==> src/rtl/apc_params.svh <==
/*
 Constants for the converter control block: register indices, field
 positions, reset values and conversion timing.
 Assumes it is included by bare name after the package.
*/
`ifndef APC_PARAMS_SVH
`define APC_PARAMS_SVH
// Register indices; byte address is four times the index
`define APC_IDX_PCFG 10'h0ae
`define APC_IDX_MODE 10'h0b1
`define APC_IDX_RESH 10'h0b2
`define APC_IDX_RESL 10'h0b3
`define APC_IDX_IRQS 10'h0c0
`define APC_IDX_IRQM 10'h0c1
// Mode register fields
`define APC_MODE_EN 7
`define APC_MODE_START 6
`define APC_MODE_EOC 5
`define APC_MODE_CHEN 4
// Resolution and clock register fields
`define APC_RESL_CKS2 7
`define APC_RESL_CKS1 6
`define APC_RESL_LEN 5
`define APC_RESL_CKS0 4
// Interrupt status bits
`define APC_IRQ_DONE 0
`define APC_IRQ_REFUSED 1
// Reset values
`define APC_PCFG_RST 8'h00
`define APC_CHSEL_RST 3'h0
`define APC_CKS_RST 3'h0
`define APC_RES_RST 12'h000
`define APC_IRQ_RST 2'h0
// Conversion steps, each four converter clocks long
`define APC_STEPS12 7'd16
`define APC_STEPS8 7'd12
`define APC_PHASES 7'd4
`define APC_TICKS12 (`APC_STEPS12 * `APC_PHASES)
`define APC_TICKS8 (`APC_STEPS8 * `APC_PHASES)
// Converter clock divide ratios per select code
`define APC_DIV_0 7'd16
`define APC_DIV_1 7'd8
`define APC_DIV_2 7'd1
`define APC_DIV_3 7'd2
`define APC_DIV_4 7'd64
`define APC_DIV_5 7'd32
`define APC_DIV_6 7'd4
`define APC_DIV_7 7'd1
`endif

==> src/rtl/apc_pkg.sv <==
/*
 Types of the converter control block.
 Assumes nothing of its surroundings.
*/
package apc_pkg;
   typedef enum logic [1:0] {
      APC_IDLE = 2'b01,
      APC_CONV = 2'b10
   } apc_st_t;
   typedef struct packed {
      apc_st_t st;
      logic [7:0] pcfg;
      logic en;
      logic start;
      logic eoc;
      logic chan_en;
      logic [2:0] chan_sel;
      logic [2:0] cks;
      logic len;
      logic [11:0] res;
      logic [6:0] cnt;
      logic [1:0] irq_st;
      logic [1:0] irq_mask;
      logic [31:0] rdata;
      logic err;
   } apc_state_t;
   typedef struct packed {
      logic [6:0] cnt;
   } apc_div_t;
endpackage : apc_pkg

==> src/rtl/apc_tick_if.sv <==
/*
 Interface between the control core and the converter clock divider.
 Assumes both ends run on the same clock.
*/
`timescale 1ns/1ps
`default_nettype none
interface apc_tick_if;
   logic [2:0] sel;
   logic run;
   logic tick;
   modport core (output sel, output run, input tick);
   modport div (input sel, input run, output tick);
endinterface : apc_tick_if
`default_nettype wire

==> src/rtl/apc_clkdiv.sv <==
/*
 Converter clock divider: one tick per converter clock period.
 Assumes run stays high for a whole conversion.
*/
`timescale 1ns/1ps
`default_nettype none
`include "apc_params.svh"
module apc_clkdiv (
   // Clock and reset
   input wire logic pclk,
   input wire logic presetn,
   // Core side
   apc_tick_if.div tk
);
   import apc_pkg::*;
   apc_div_t r_r;
   apc_div_t r_nxt;
   logic [6:0] lim;

   always_comb begin
      unique case (tk.sel)
         3'h0: lim = `APC_DIV_0;
         3'h1: lim = `APC_DIV_1;
         3'h2: lim = `APC_DIV_2;
         3'h3: lim = `APC_DIV_3;
         3'h4: lim = `APC_DIV_4;
         3'h5: lim = `APC_DIV_5;
         3'h6: lim = `APC_DIV_6;
         default: lim = `APC_DIV_7;
      endcase
      r_nxt = r_r;
      tk.tick = tk.run && (r_r.cnt == lim - 7'd1);
      if (!tk.run || tk.tick) begin
         r_nxt.cnt = 7'h00;
      end else begin
         r_nxt.cnt = r_r.cnt + 7'd1;
      end
   end

   always_ff @(posedge pclk or negedge presetn) begin
      if (!presetn) begin
         r_r <= '0;
      end else begin
         r_r <= r_nxt;
      end
   end
endmodule : apc_clkdiv
`default_nettype wire

==> src/rtl/apc_port_mux.sv <==
/*
 Shared port routing: one-hot analog switch and digital isolation.
 Assumes pad logic drives the pins from the gated signals.
*/
`timescale 1ns/1ps
`default_nettype none
module apc_port_mux (
   // Control
   input wire logic [7:0] pcfg,
   input wire logic route_on,
   input wire logic [2:0] chan_sel,
   // Pad side
   input wire logic [7:0] pad_in,
   input wire logic [7:0] pullup_req,
   // Outputs
   output logic [7:0] port_din,
   output logic [7:0] pullup_en,
   output logic [7:0] ain_switch
);
   genvar g;
   generate
      for (g = 0; g < 8; g++) begin : g_pin
         // At most one switch closed
         assign ain_switch[g] = route_on && (chan_sel == 3'(g));
         // Pure analog pin loses input path and pull-up
         assign port_din[g] = pad_in[g] & ~pcfg[g];
         assign pullup_en[g] = pullup_req[g] & ~pcfg[g];
      end
   endgenerate
endmodule : apc_port_mux
`default_nettype wire

==> src/rtl/apc_top.sv <==
/*
 Converter control block: APB registers, conversion sequencer,
 port configuration and interrupt.
 Assumes an analog core that presents a settled 12-bit code on
 conv_result by the end of a conversion, and pad logic for port pins.
*/
// The APB slave port was chosen for this implementation.
`timescale 1ns/1ps
`default_nettype none
`include "apc_params.svh"
module apc_top (
   // Clock and reset
   input wire logic pclk,
   input wire logic presetn,
   // APB slave
   input wire logic psel,
   input wire logic penable,
   input wire logic pwrite,
   input wire logic [11:0] paddr,
   input wire logic [31:0] pwdata,
   output logic [31:0] prdata,
   output logic pready,
   output logic pslverr,
   // Analog core
   input wire logic [11:0] conv_result,
   output logic conv_power,
   output logic conv_active,
   output logic conv_len,
   // Port pins
   input wire logic [7:0] pad_in,
   input wire logic [7:0] pullup_req,
   output logic [7:0] port_din,
   output logic [7:0] pullup_en,
   output logic [7:0] ain_switch,
   // Interrupt
   output logic irq
);
   import apc_pkg::*;

   apc_state_t r_r;
   apc_state_t r_nxt;
   apc_tick_if tk ();
   logic wr;
   logic setup;
   logic [9:0] idx;
   logic hit;
   logic [6:0] total;
   logic [1:0] ev;

   function automatic logic [31:0] rd_word(input apc_state_t s,
                                           input logic [9:0] i);
      logic [31:0] w;
      w = 32'h0000_0000;
      unique case (i)
         `APC_IDX_PCFG: begin
            w[7:0] = s.pcfg;
         end
         `APC_IDX_MODE: begin
            w[`APC_MODE_EN] = s.en;
            w[`APC_MODE_START] = s.start;
            w[`APC_MODE_EOC] = s.eoc;
            w[`APC_MODE_CHEN] = s.chan_en;
            w[2:0] = s.chan_sel;
         end
         `APC_IDX_RESH: begin
            w[7:0] = s.res[11:4];
         end
         `APC_IDX_RESL: begin
            w[`APC_RESL_CKS2] = s.cks[2];
            w[`APC_RESL_CKS1] = s.cks[1];
            w[`APC_RESL_LEN] = s.len;
            w[`APC_RESL_CKS0] = s.cks[0];
            w[3:0] = s.res[3:0];
         end
         `APC_IDX_IRQS: begin
            w[1:0] = s.irq_st;
         end
         `APC_IDX_IRQM: begin
            w[1:0] = s.irq_mask;
         end
         default: begin
            w = 32'h0000_0000;
         end
      endcase
      return w;
   endfunction : rd_word

   apc_clkdiv u_div (
      .pclk(pclk),
      .presetn(presetn),
      .tk(tk.div)
   );

   apc_port_mux u_mux (
      .pcfg(r_r.pcfg),
      .route_on(r_r.en && r_r.chan_en),
      .chan_sel(r_r.chan_sel),
      .pad_in(pad_in),
      .pullup_req(pullup_req),
      .port_din(port_din),
      .pullup_en(pullup_en),
      .ain_switch(ain_switch)
   );

   assign tk.sel = r_r.cks;
   assign tk.run = (r_r.st == APC_CONV);

   always_comb begin
      r_nxt = r_r;
      ev = 2'h0;
      wr = psel && penable && pwrite;
      setup = psel && !penable;
      idx = paddr[11:2];
      hit = (idx == `APC_IDX_PCFG) || (idx == `APC_IDX_MODE) ||
            (idx == `APC_IDX_RESH) || (idx == `APC_IDX_RESL) ||
            (idx == `APC_IDX_IRQS) || (idx == `APC_IDX_IRQM);
      // Resolution fixes the number of converter clocks
      if (r_r.len) begin
         total = `APC_TICKS12;
      end else begin
         total = `APC_TICKS8;
      end
      // Answer prepared in setup so read data comes from flops
      if (setup) begin
         r_nxt.rdata = pwrite ? 32'h0000_0000 : rd_word(r_r, idx);
         r_nxt.err = !hit;
      end
      // Software writes
      if (wr) begin
         unique case (idx)
            `APC_IDX_PCFG: begin
               r_nxt.pcfg = pwdata[7:0];
            end
            `APC_IDX_MODE: begin
               r_nxt.en = pwdata[`APC_MODE_EN];
               r_nxt.start = pwdata[`APC_MODE_START];
               r_nxt.eoc = pwdata[`APC_MODE_EOC];
               r_nxt.chan_en = pwdata[`APC_MODE_CHEN];
               r_nxt.chan_sel = pwdata[2:0];
            end
            `APC_IDX_RESL: begin
               r_nxt.cks = {pwdata[`APC_RESL_CKS2],
                            pwdata[`APC_RESL_CKS1],
                            pwdata[`APC_RESL_CKS0]};
               r_nxt.len = pwdata[`APC_RESL_LEN];
            end
            `APC_IDX_IRQS: begin
               r_nxt.irq_st = r_r.irq_st & ~pwdata[1:0];
            end
            `APC_IDX_IRQM: begin
               r_nxt.irq_mask = pwdata[1:0];
            end
            default: begin
               r_nxt.err = r_r.err;
            end
         endcase
      end
      // Sequencer; its updates follow the writes so hardware wins
      r_nxt.cnt = r_r.cnt;
      unique case (r_r.st)
         APC_IDLE: begin
            if (r_r.start && r_r.en) begin
               r_nxt.st = APC_CONV;
               r_nxt.cnt = 7'h00;
               r_nxt.eoc = 1'b0;
            end else if (r_r.start) begin
               // Powered-down converter cannot sample
               r_nxt.start = 1'b0;
               ev[`APC_IRQ_REFUSED] = 1'b1;
            end
         end
         APC_CONV: begin
            if (!r_r.en || !r_r.start) begin
               // Aborted run leaves the old result in place
               r_nxt.st = APC_IDLE;
               r_nxt.start = 1'b0;
               r_nxt.cnt = 7'h00;
            end else if (tk.tick) begin
               if (r_r.cnt == total - 7'd1) begin
                  r_nxt.st = APC_IDLE;
                  r_nxt.cnt = 7'h00;
                  r_nxt.eoc = 1'b1;
                  r_nxt.start = 1'b0;
                  ev[`APC_IRQ_DONE] = 1'b1;
                  if (r_r.len) begin
                     r_nxt.res = conv_result;
                  end else begin
                     // Low nibble meaningless in short mode
                     r_nxt.res = {conv_result[11:4], 4'h0};
                  end
               end else begin
                  r_nxt.cnt = r_r.cnt + 7'd1;
               end
            end
         end
      endcase
      // Event set wins over a clear in the same cycle
      r_nxt.irq_st = r_nxt.irq_st | ev;
   end

   always_ff @(posedge pclk or negedge presetn) begin
      if (!presetn) begin
         r_r.st <= APC_IDLE;
         r_r.pcfg <= `APC_PCFG_RST;
         r_r.en <= 1'b0;
         r_r.start <= 1'b0;
         r_r.eoc <= 1'b0;
         r_r.chan_en <= 1'b0;
         r_r.chan_sel <= `APC_CHSEL_RST;
         r_r.cks <= `APC_CKS_RST;
         r_r.len <= 1'b0;
         r_r.res <= `APC_RES_RST;
         r_r.cnt <= 7'h00;
         r_r.irq_st <= `APC_IRQ_RST;
         r_r.irq_mask <= `APC_IRQ_RST;
         r_r.rdata <= 32'h0000_0000;
         r_r.err <= 1'b0;
      end else begin
         r_r <= r_nxt;
      end
   end

   // Single-cycle access phase
   assign pready = psel && penable;
   assign prdata = r_r.rdata;
   assign pslverr = psel && penable && r_r.err;
   assign conv_power = r_r.en;
   assign conv_active = (r_r.st == APC_CONV);
   assign conv_len = r_r.len;
   assign irq = |(r_r.irq_st & r_r.irq_mask);
endmodule : apc_top
`default_nettype wire

==> config.mk <==
export PLATFORM = sky130hd
export DESIGN_NAME = apc_top
export DESIGN_NICKNAME = d
export VERILOG_FILES = /design/src/rtl/apc_pkg.sv /design/src/rtl/apc_tick_if.sv /design/src/rtl/apc_clkdiv.sv /design/src/rtl/apc_port_mux.sv /design/src/rtl/apc_top.sv
export VERILOG_INCLUDE_DIRS = /design/src /design/src/rtl
export SDC_FILE = /design/constraint.sdc
export NUM_CORES = 1
export LEC_CHECK = 0
export BUFFER_PORTS_ARGS = -buffer_cell sky130_fd_sc_hd__buf_4
export CAP_MARGIN = 20
export CORE_ASPECT_RATIO = 2
export CORE_UTILIZATION = 49
export DETAILED_ROUTE_END_ITERATION = 12
export GPL_TIMING_DRIVEN = 0
export PLACE_DENSITY = 0.81
export SYNTH_ARGS = -nofsm -noshare
export SYNTH_HDL_FRONTEND = slang
export SYNTH_SLANG_ARGS = --single-unit
==> constraint.sdc <==
create_clock -name pclk -period 2.76 [get_ports pclk]
set_clock_uncertainty 0.1 [all_clocks]
set_input_delay 0.552 -clock pclk [delete_from_list [all_inputs] [get_ports pclk]]
set_output_delay 0.552 -clock pclk [all_outputs]
set_load 0.03 [all_outputs]
## Yosys cells after proc, flatten, opt, wreduce, memory -nomap -nowiden

Index checks and enable logic that the tools add are counted.

| operators by class | value |
|---|---|
| equality and inequality tests | 26 |
| reductions and logical operators | 38 |
| add/subtract/negate cells | 4 |
| mux-type cells | 43 |
| bitwise logic cells | 29 |

Operators with widths:

| kind | count |
|---|---|
| == test 10 x 8 -> 1 bit (second input constant) | 6 |
| 2-to-1 mux 7 bit | 6 |
| case mux 7 bit (6 select lines) | 1 |
| == test 3 bit (second input constant) | 7 |
| AND 1 bit | 16 |
| 2-to-1 mux 2 bit | 8 |
| case mux 4 bit (4 select lines) | 1 |
| logical AND 1 bit | 15 |
| 2-to-1 mux 1 bit | 15 |
| adder 7 x 1 -> 7 bit (second input constant) | 2 |
| == test 7 bit | 2 |
| case mux 7 bit (2 select lines) | 1 |
| subtractor 7 x 1 -> 7 bit (second input constant) | 2 |
| 2-to-1 mux 4 bit | 3 |
| case mux 2 bit (6 select lines) | 1 |
| 2-to-1 mux 10 bit | 1 |
| AND reduction 2 bit | 5 |
| == test 3 x 2 -> 1 bit (second input constant) | 3 |
| NOT 1 bit | 9 |
| 2-to-1 mux 8 bit | 1 |
| case mux 2 bit (2 select lines) | 2 |
| logical OR 1 bit | 7 |
| == test 3 x 1 -> 1 bit (second input constant) | 2 |
| logical NOT 3 bit | 2 |
| other kinds (15) | 22 |

| storage, ports and cells | value |
|---|---|
| output and inout port bits | 62 |
| register bits | 60 |
| logic and storage cells | 156 |

## Logic depth before layout (Yosys ltp)

Gate-level depths: netlist of run 1.

| depth | value |
|---|---|
| depth after elaboration | 10 |
| depth in mapped cells | 9 |

## Cells and area by module

Synthesis of run 1 repeated with hierarchy kept, for this count alone.

| unflattened totals | value |
|---|---|
| cell total of the unflattened synthesis | 351 |
| area, all modules | 3,622.2 sq um |

By module, submodules not included:

| module | times used | area an instance (sq um) | cells each |
|---|---|---|---|
| apc_top | 1 | 2,939.1 | 275 |
| apc_clkdiv | 1 | 486.7 | 52 |
| apc_port_mux | 1 | 196.4 | 24 |

## Least setup slack after synthesis of run 1

OpenSTA, ideal clock, no wires.

| timing | value |
|---|---|
| path kind | register to register |
| start point | register r_r, in the netlist conv_len |
| end point | register r_r[54] in the netlist's numbering |
| arrival | 2.028 ns |
| buffers on the path | 2 |
| stages on the path, launching flop included | 7 |
| path slack | 0.504 ns |
| library setup time | 0.128 ns |
| cell sequence | dfrtp_1 > clkbuf_1 > xor2_1 > nor3_1 > nand3b_4 > buf_2 > mux2_1 |

| between the ends | value |
|---|---|
| word-level cells in the longest chain between the ends | 4 |

RTL lines:

| element | line | text |
|---|---|---|
| start: declaration | apc_top.sv:40 | `apc_state_t r_r;` |
| start signal: assignment | apc_top.sv:219 | `r_r <= r_nxt;` |
| 2-to-1 mux 7 bit | apc_top.sv:118 | `if (r_r.len) begin` |
| subtractor 7 x 1 -> 7 bit | apc_top.sv:179 | `if (r_r.cnt == total - 7'd1) begin` |
| == test 7 bit | apc_top.sv:179 |  |
| AND reduction 4 bit (no line) | -- |  |

No other way between the ends.
A chain may end at the register's enable or synchronous reset.

## Final worst setup path of run 1

Same ends and word-level chain as after synthesis.

==> results of run 1 <==
[flip-flops by register name, indices dropped and copies added, names as in the netlist]
name	flops
r_r	40
conv_power	1
conv_len	1
prdata	8
u_div.r_r	7
tk.sel	3
[cell usage in the layout (no fill, tap or decap), drive strengths merged, types with 6 or more instances in the layout]
cell type  instances
o21ai             20
nand2             34
and3               6
nor2              19
nand3             14
nor3b              7
nor3               7
a22o               7
conb              24
o211ai             6
nand2b             8
dfrtp             59
nor2b             20
clkbuf            22
buf              125
nand4              6
mux2              26
[logic make-up after synthesis]
kind of cell	after synthesis	share of synthesized area (%)
compound gates	61	12.0
mux	29	9.27
other cells	1	0.108
flops	60	43.1
fa+ha+maj	2	0.718
buf+inv	52	9.41
xor+xnor	8	2.01
simple gates	144	23.3
[synthesized netlist by cell type (all sizes together), types with 3 or more instances]
master / instances / share of area [%]
dfrtp: 59 / 42
buf: 39 / 8.0
nand2: 34 / 3.7
mux2: 26 / 8.4
nor2b: 20 / 3.6
o21ai: 20 / 2.9
nor2: 19 / 2.0
nand3: 14 / 2.2
clkbuf: 8 / 0.86
nand2b: 8 / 1.4
a22o: 7 / 1.8
nor3: 7 / 1.0
nor3b: 7 / 1.7
and3: 6 / 1.1
nand4: 6 / 1.1
o211ai: 6 / 1.4
a21oi: 5 / 0.72
inv: 5 / 0.54
xnor2: 5 / 1.3
a221oi: 4 / 1.0
a22oi: 4 / 0.86
and2: 4 / 0.72
o31ai: 4 / 0.86
or4: 4 / 0.86
a21o: 3 / 0.65
mux2i: 3 / 0.86
nor4: 3 / 0.90
or3: 3 / 0.54
xor2: 3 / 0.75
[worst max path at each step]
stage	slack (ns)	start	to	cells past startpoint
6_report	0.17	conv_len	r_r[54]	6
5_1_grt	0.04	conv_len	r_r[54]	6
4_1_cts	0.16	conv_len	r_r[54]	6
3_5_place_dp	0.02	paddr[4]	r_r[65]	7
3_3_place_gp	0.06	paddr[2]	prdata[7]	6
2_1_floorplan	0.50	conv_len	r_r[54]	6
[through the flow]
step | hold slack [ns] | std cells | area (sq um) | util, % | setup WS [ns]
floorplan | 0.156 | 380 | 3570 | - | 0.504
global placement | 0.355 | 556 | 4330 | 62.8 | 0.0580
detailed placement | 0.368 | 556 | 4330 | 62.8 | 0.0194
CTS | 0.226 | 572 | 4620 | 67.0 | 0.164
global route | 0.260 | 572 | 4620 | 67.0 | 0.0383
finish | 0.194 | 572 | 4620 | 67.0 | 0.167
[layer usage]
layer	share of wire, %	global-route usage, %	vias to the layer above	wire (microns)
li1	-	-	1462	-
met1	33	26.3	1486	2910
met2	58	46.1	99	5080
met3	4.7	4.48	20	414
met4	3.9	14.0	0	340
met5	0	0	-	0
[area by class of cell]
| type | count | area share [%] |
|---|---|---|
| plain buffers | 47 | 6.69 |
| clock buffers | 14 | 5.50 |
| clock inverters | 2 | 0.759 |
| inverters | 5 | 0.407 |
| multi-input cells | 268 | 37.7 |
| flip-flops and latches | 60 | 32.5 |
| well taps | 90 | 2.44 |
| repair buffers | 86 | 14.0 |
[where the power goes]
part           internal, mW  total [mW]  switching [mW]
clock network         0.721        1.07           0.352
logic                 0.182       0.443           0.260
registers             0.925       0.959          0.0341
[worst max-delay path, delay by kind of cell (launching register included)]
kind / cells / cell delay [ns]
buffers and inverters: 2 / 0.58
and+or+nand+nor: 2 / 0.99
xor gates and xnor gates: 1 / 0.11
muxes: 1 / 0.33
DFF: 1 / 0.34
==> impl_metrics.ini, run 1 <==
[pwr]
powerDensity_nw_per_um2 = 536
p_leak_nw = 2.24
vdd_ir_drop_max_mv = 0.563
finalPower_mw = 2.47

[logic_synthesis]
synth_seq_area_share_pct = 43.1
synthCells = 357
async_flop_share_pct = 100
ys_types = 55
synth-seq-cells = 60
syn_area_sq_um = 3480
synth_edf_count = 0
avgSynthCellArea_sq_um = 9.76
synth_flop_cell = dfrtp_1
ys_warn_count = 0

[critical_path]
rrSetupSlack_ns = 0.17
reg2reg_from = conv_len
crit_type = reg2reg
crit_chain = clkbuf_1, xor2_1, nor3_1, nand3b_4, buf_2, mux2_1
endpoint_kind = flip-flop
start_kind = flip-flop
slowest_delay_ns = 0.81
r2r-end = r_r[54]
worstPathRequired_ns = 2.86
r2r_cells = 6
crit_slowest_cell = nor3_1
critPathMaxFanout = 10
cp.arrival_ns = 2.69

[cells_and_area]
multi_input_area_sq_um = 1740
fillers = 579
final_net_count = 556
area_growth_pct = 32.5
num_antenna_cells = 0
drive_above_1_share_pct = 34.9
seq_area_sq_um = 1500

[global_routing]
grt_max_degree = 61
grt_usage_pct = 25.7
antenna_found_initial = 0
grt_overflow = 0
grt_pass1_wl_microns = 14100
grt_pass1_vias = 3067

[timing]
rsz0062_at_grt = false
fin_crit_ns = 2.59
fin_crit_sh_pct = 94.0
hold_viol_final = 0
fin_tns_setup_ns = 0
fmax_mhz = 386
slew-limit-headroom_pct = 29.8
finalSetupViolCount = 0
maxSlewViolCount = 0
worstMarginPinSlew_ns = 1.05

[route]
drc = 0
routed_via_density = 5.36
drt_iter0_drc = 173
vias = 3067
wire_per_inst_microns = 15.3
dr.pass1.iters = 4
ant_nets = 0
wirelength_microns = 8750

[clock_tree]
post_cts_buffers = 0
insertion_delay_ns = 0.32
cts_buffers = 9
clk_pin_slew_worst_paths_ns = 0.05
cts_tree = yes
clock_path_buffers = 2
ctsRootBufferMaster = clkbuf_16
ctsHoldBuffers = 0
htreeDepth = 3
cts_sinks = 60
cts_resized = 0

[status]
status = completed

[placement]
gp_congestion = 0.914
dp_hpwl_microns = 6800
io_buffers = 86

[die]
core-area_sq_um = 6890
start_util_pct = 50.6
placementRows = 43
die_w_microns = 61.6
die_y_microns = 121
io_pins = 139
die_area_sq_um = 7470

[job]
maxCapViolCount = 0

[hold_path]
hold_class = in2async
Note: power is estimated with default switching activity, not from simulation.
==> run 2, diff against run 1 <==
--- a/config.mk
+++ b/config.mk
@@ -13,6 +13,7 @@
 export DETAILED_ROUTE_END_ITERATION = 12
 export GPL_TIMING_DRIVEN = 0
 export PLACE_DENSITY = 0.81
+export SETUP_SLACK_MARGIN = 0.2
 export SYNTH_ARGS = -nofsm -noshare
 export SYNTH_HDL_FRONTEND = slang
 export SYNTH_SLANG_ARGS = --single-unit
==> impl_metrics.ini, run 2 (same netlist as run 1, synthesis figures left out) <==
[cells_and_area]
drive_above_1_share_pct = 35.3
largest_register_ffs = 40
top_register = r_r
fillers = 579
seq_area_sq_um = 1500
area_growth_pct = 32.8
mostFrequentLayoutCells = buf_4, dfrtp_1, nand2_1
final_common_cell = buf_4
num_antenna_cells = 0
final_net_count = 556
multi_input_area_sq_um = 1750

[timing]
rsz0062_at_grt = false
finalSetupViolCount = 0
fin_ws_ns = 0.344
fin_crit_sh_pct = 87.5
fin_tns_setup_ns = 0
hold_viol_final = 0
fin_crit_ns = 2.42
worstMarginPinSlew_ns = 0.984
slew-limit-headroom_pct = 33.8
fmax_mhz = 414
maxSlewViolCount = 0

[critical_path]
slowest_delay_ns = 0.82
critPathTopFamily = simple AND/OR/NAND/NOR gates
crit_slowest_cell = nor4_2
crit_chain = clkbuf_1, nand2b_1, nor4_2, o21ai_0, a21oi_1, a21o_1
worstPathRequired_ns = 2.92
critPathMaxFanout = 10
cp_num_buf_inv = 1
endpoint_kind = flip-flop
crit_type = in2reg
start_kind = primary input
cp.arrival_ns = 2.58

[route]
wire_per_inst_microns = 15.3
routed_via_density = 5.40
drc = 0
ant_nets = 0
wirelength_microns = 8770
dr.pass1.iters = 4
vias = 3090
drt_iter0_drc = 184

[pwr]
vdd_ir_drop_max_mv = 0.566
powerDensity_nw_per_um2 = 535
p_leak_nw = 2.24
finalPower_mw = 2.48

[global_routing]
antenna_found_initial = 0
grt_overflow = 0
grt_max_degree = 61
grt_pass1_vias = 3066
grt_usage_pct = 25.6
grt_pass1_wl_microns = 14100

[die]
die_w_microns = 61.6
placementRows = 43
core-area_sq_um = 6890
io_pins = 139
start_util_pct = 50.6
die_y_microns = 121
die_area_sq_um = 7470

[clock_tree]
ctsHoldBuffers = 0
htreeDepth = 3
cts_tree = yes
cts_sinks = 60
clock_path_buffers = 2
cts_buffers = 9
insertion_delay_ns = 0.32
ctsRootBufferMaster = clkbuf_16
clk_pin_slew_worst_paths_ns = 0.05

[placement]
dp_hpwl_microns = 6800
gp_congestion = 0.914
pre_cts_ws_ns = 0.0194
io_buffers = 86

[status]
status = completed

[job]
maxCapViolCount = 0

[hold_path]
hold_class = in2async
[run 2: cell count changes in the layout (fill, tap and decap cells not counted)]
| cell | previous run | this run |
|---|---|---|
| nor3_1 | 7 | 6 |
| nor3b_1 | 6 | 5 |
| nor3b_2 | 1 | 2 |
| nor3_2 | 0 | 1 |
[run 2: timing repair]
action | CTS | global route
pin swaps | 0 | 0
gates cloned | 0 | 0
gates resized for setup | 1 | 1
setup endpoints to repair | 3 | 2
buffers inserted | 0 | 0
[run 2: area by class of cell]
| type | instances | share of cell area (%) |
|---|---|---|
| sequential | 60 | 32.5 |
| inverter | 5 | 0.406 |
| clock buffer | 14 | 5.49 |
| timing repair buffer | 86 | 14.0 |
| multi-input combinational | 268 | 37.8 |
| buffer | 47 | 6.68 |
| tap | 90 | 2.43 |
| clock inverter | 2 | 0.757 |
[run 2: report_power, final]
| part | internal, mW | switching (mW) |
|---|---|---|
| registers | 0.924 | 0.0336 |
| logic | 0.182 | 0.259 |
| clock network | 0.721 | 0.355 |
[run 2: per-stage QoR]
stage,utilization (%),hold WS [ns],std cells,cell area [sq um]
after floorplan,-,0.156,380,3570
after global placement,62.8,0.355,556,4330
after detailed placement,62.8,0.368,556,4330
after CTS,67.1,0.226,572,4620
after global routing,67.2,0.260,572,4630
final,67.2,0.201,572,4630
[run 2: worst paths after layout]
| check | start | end | slack, ns | depth (start not counted) |
|---|---|---|---|---|
| setup reg to reg | tk.sel[2] | r_r[54] | 0.38 | 7 |
| max in group asynchronous | presetn | r_r[65] | 1.86 | 1 |
| hold reg to reg | prdata[3] | prdata[3] | 0.38 | 2 |
| hold / removal | presetn | r_r[51] | 0.20 | 1 |
| setup / recovery | paddr[2] | prdata[7] | 0.34 | 6 |
| min in group pclk | conv_result[10] | r_r[54] | 0.35 | 2 |
[run 2: layer usage]
metal,vias to the layer above,global-route usage [%],part of all wire [%]
met3,26,4.37,4.7
met4,0,14.6,4.9
met1,1492,26.4,33
met2,109,45.7,58
met5,-,0,0
li1,1463,-,-
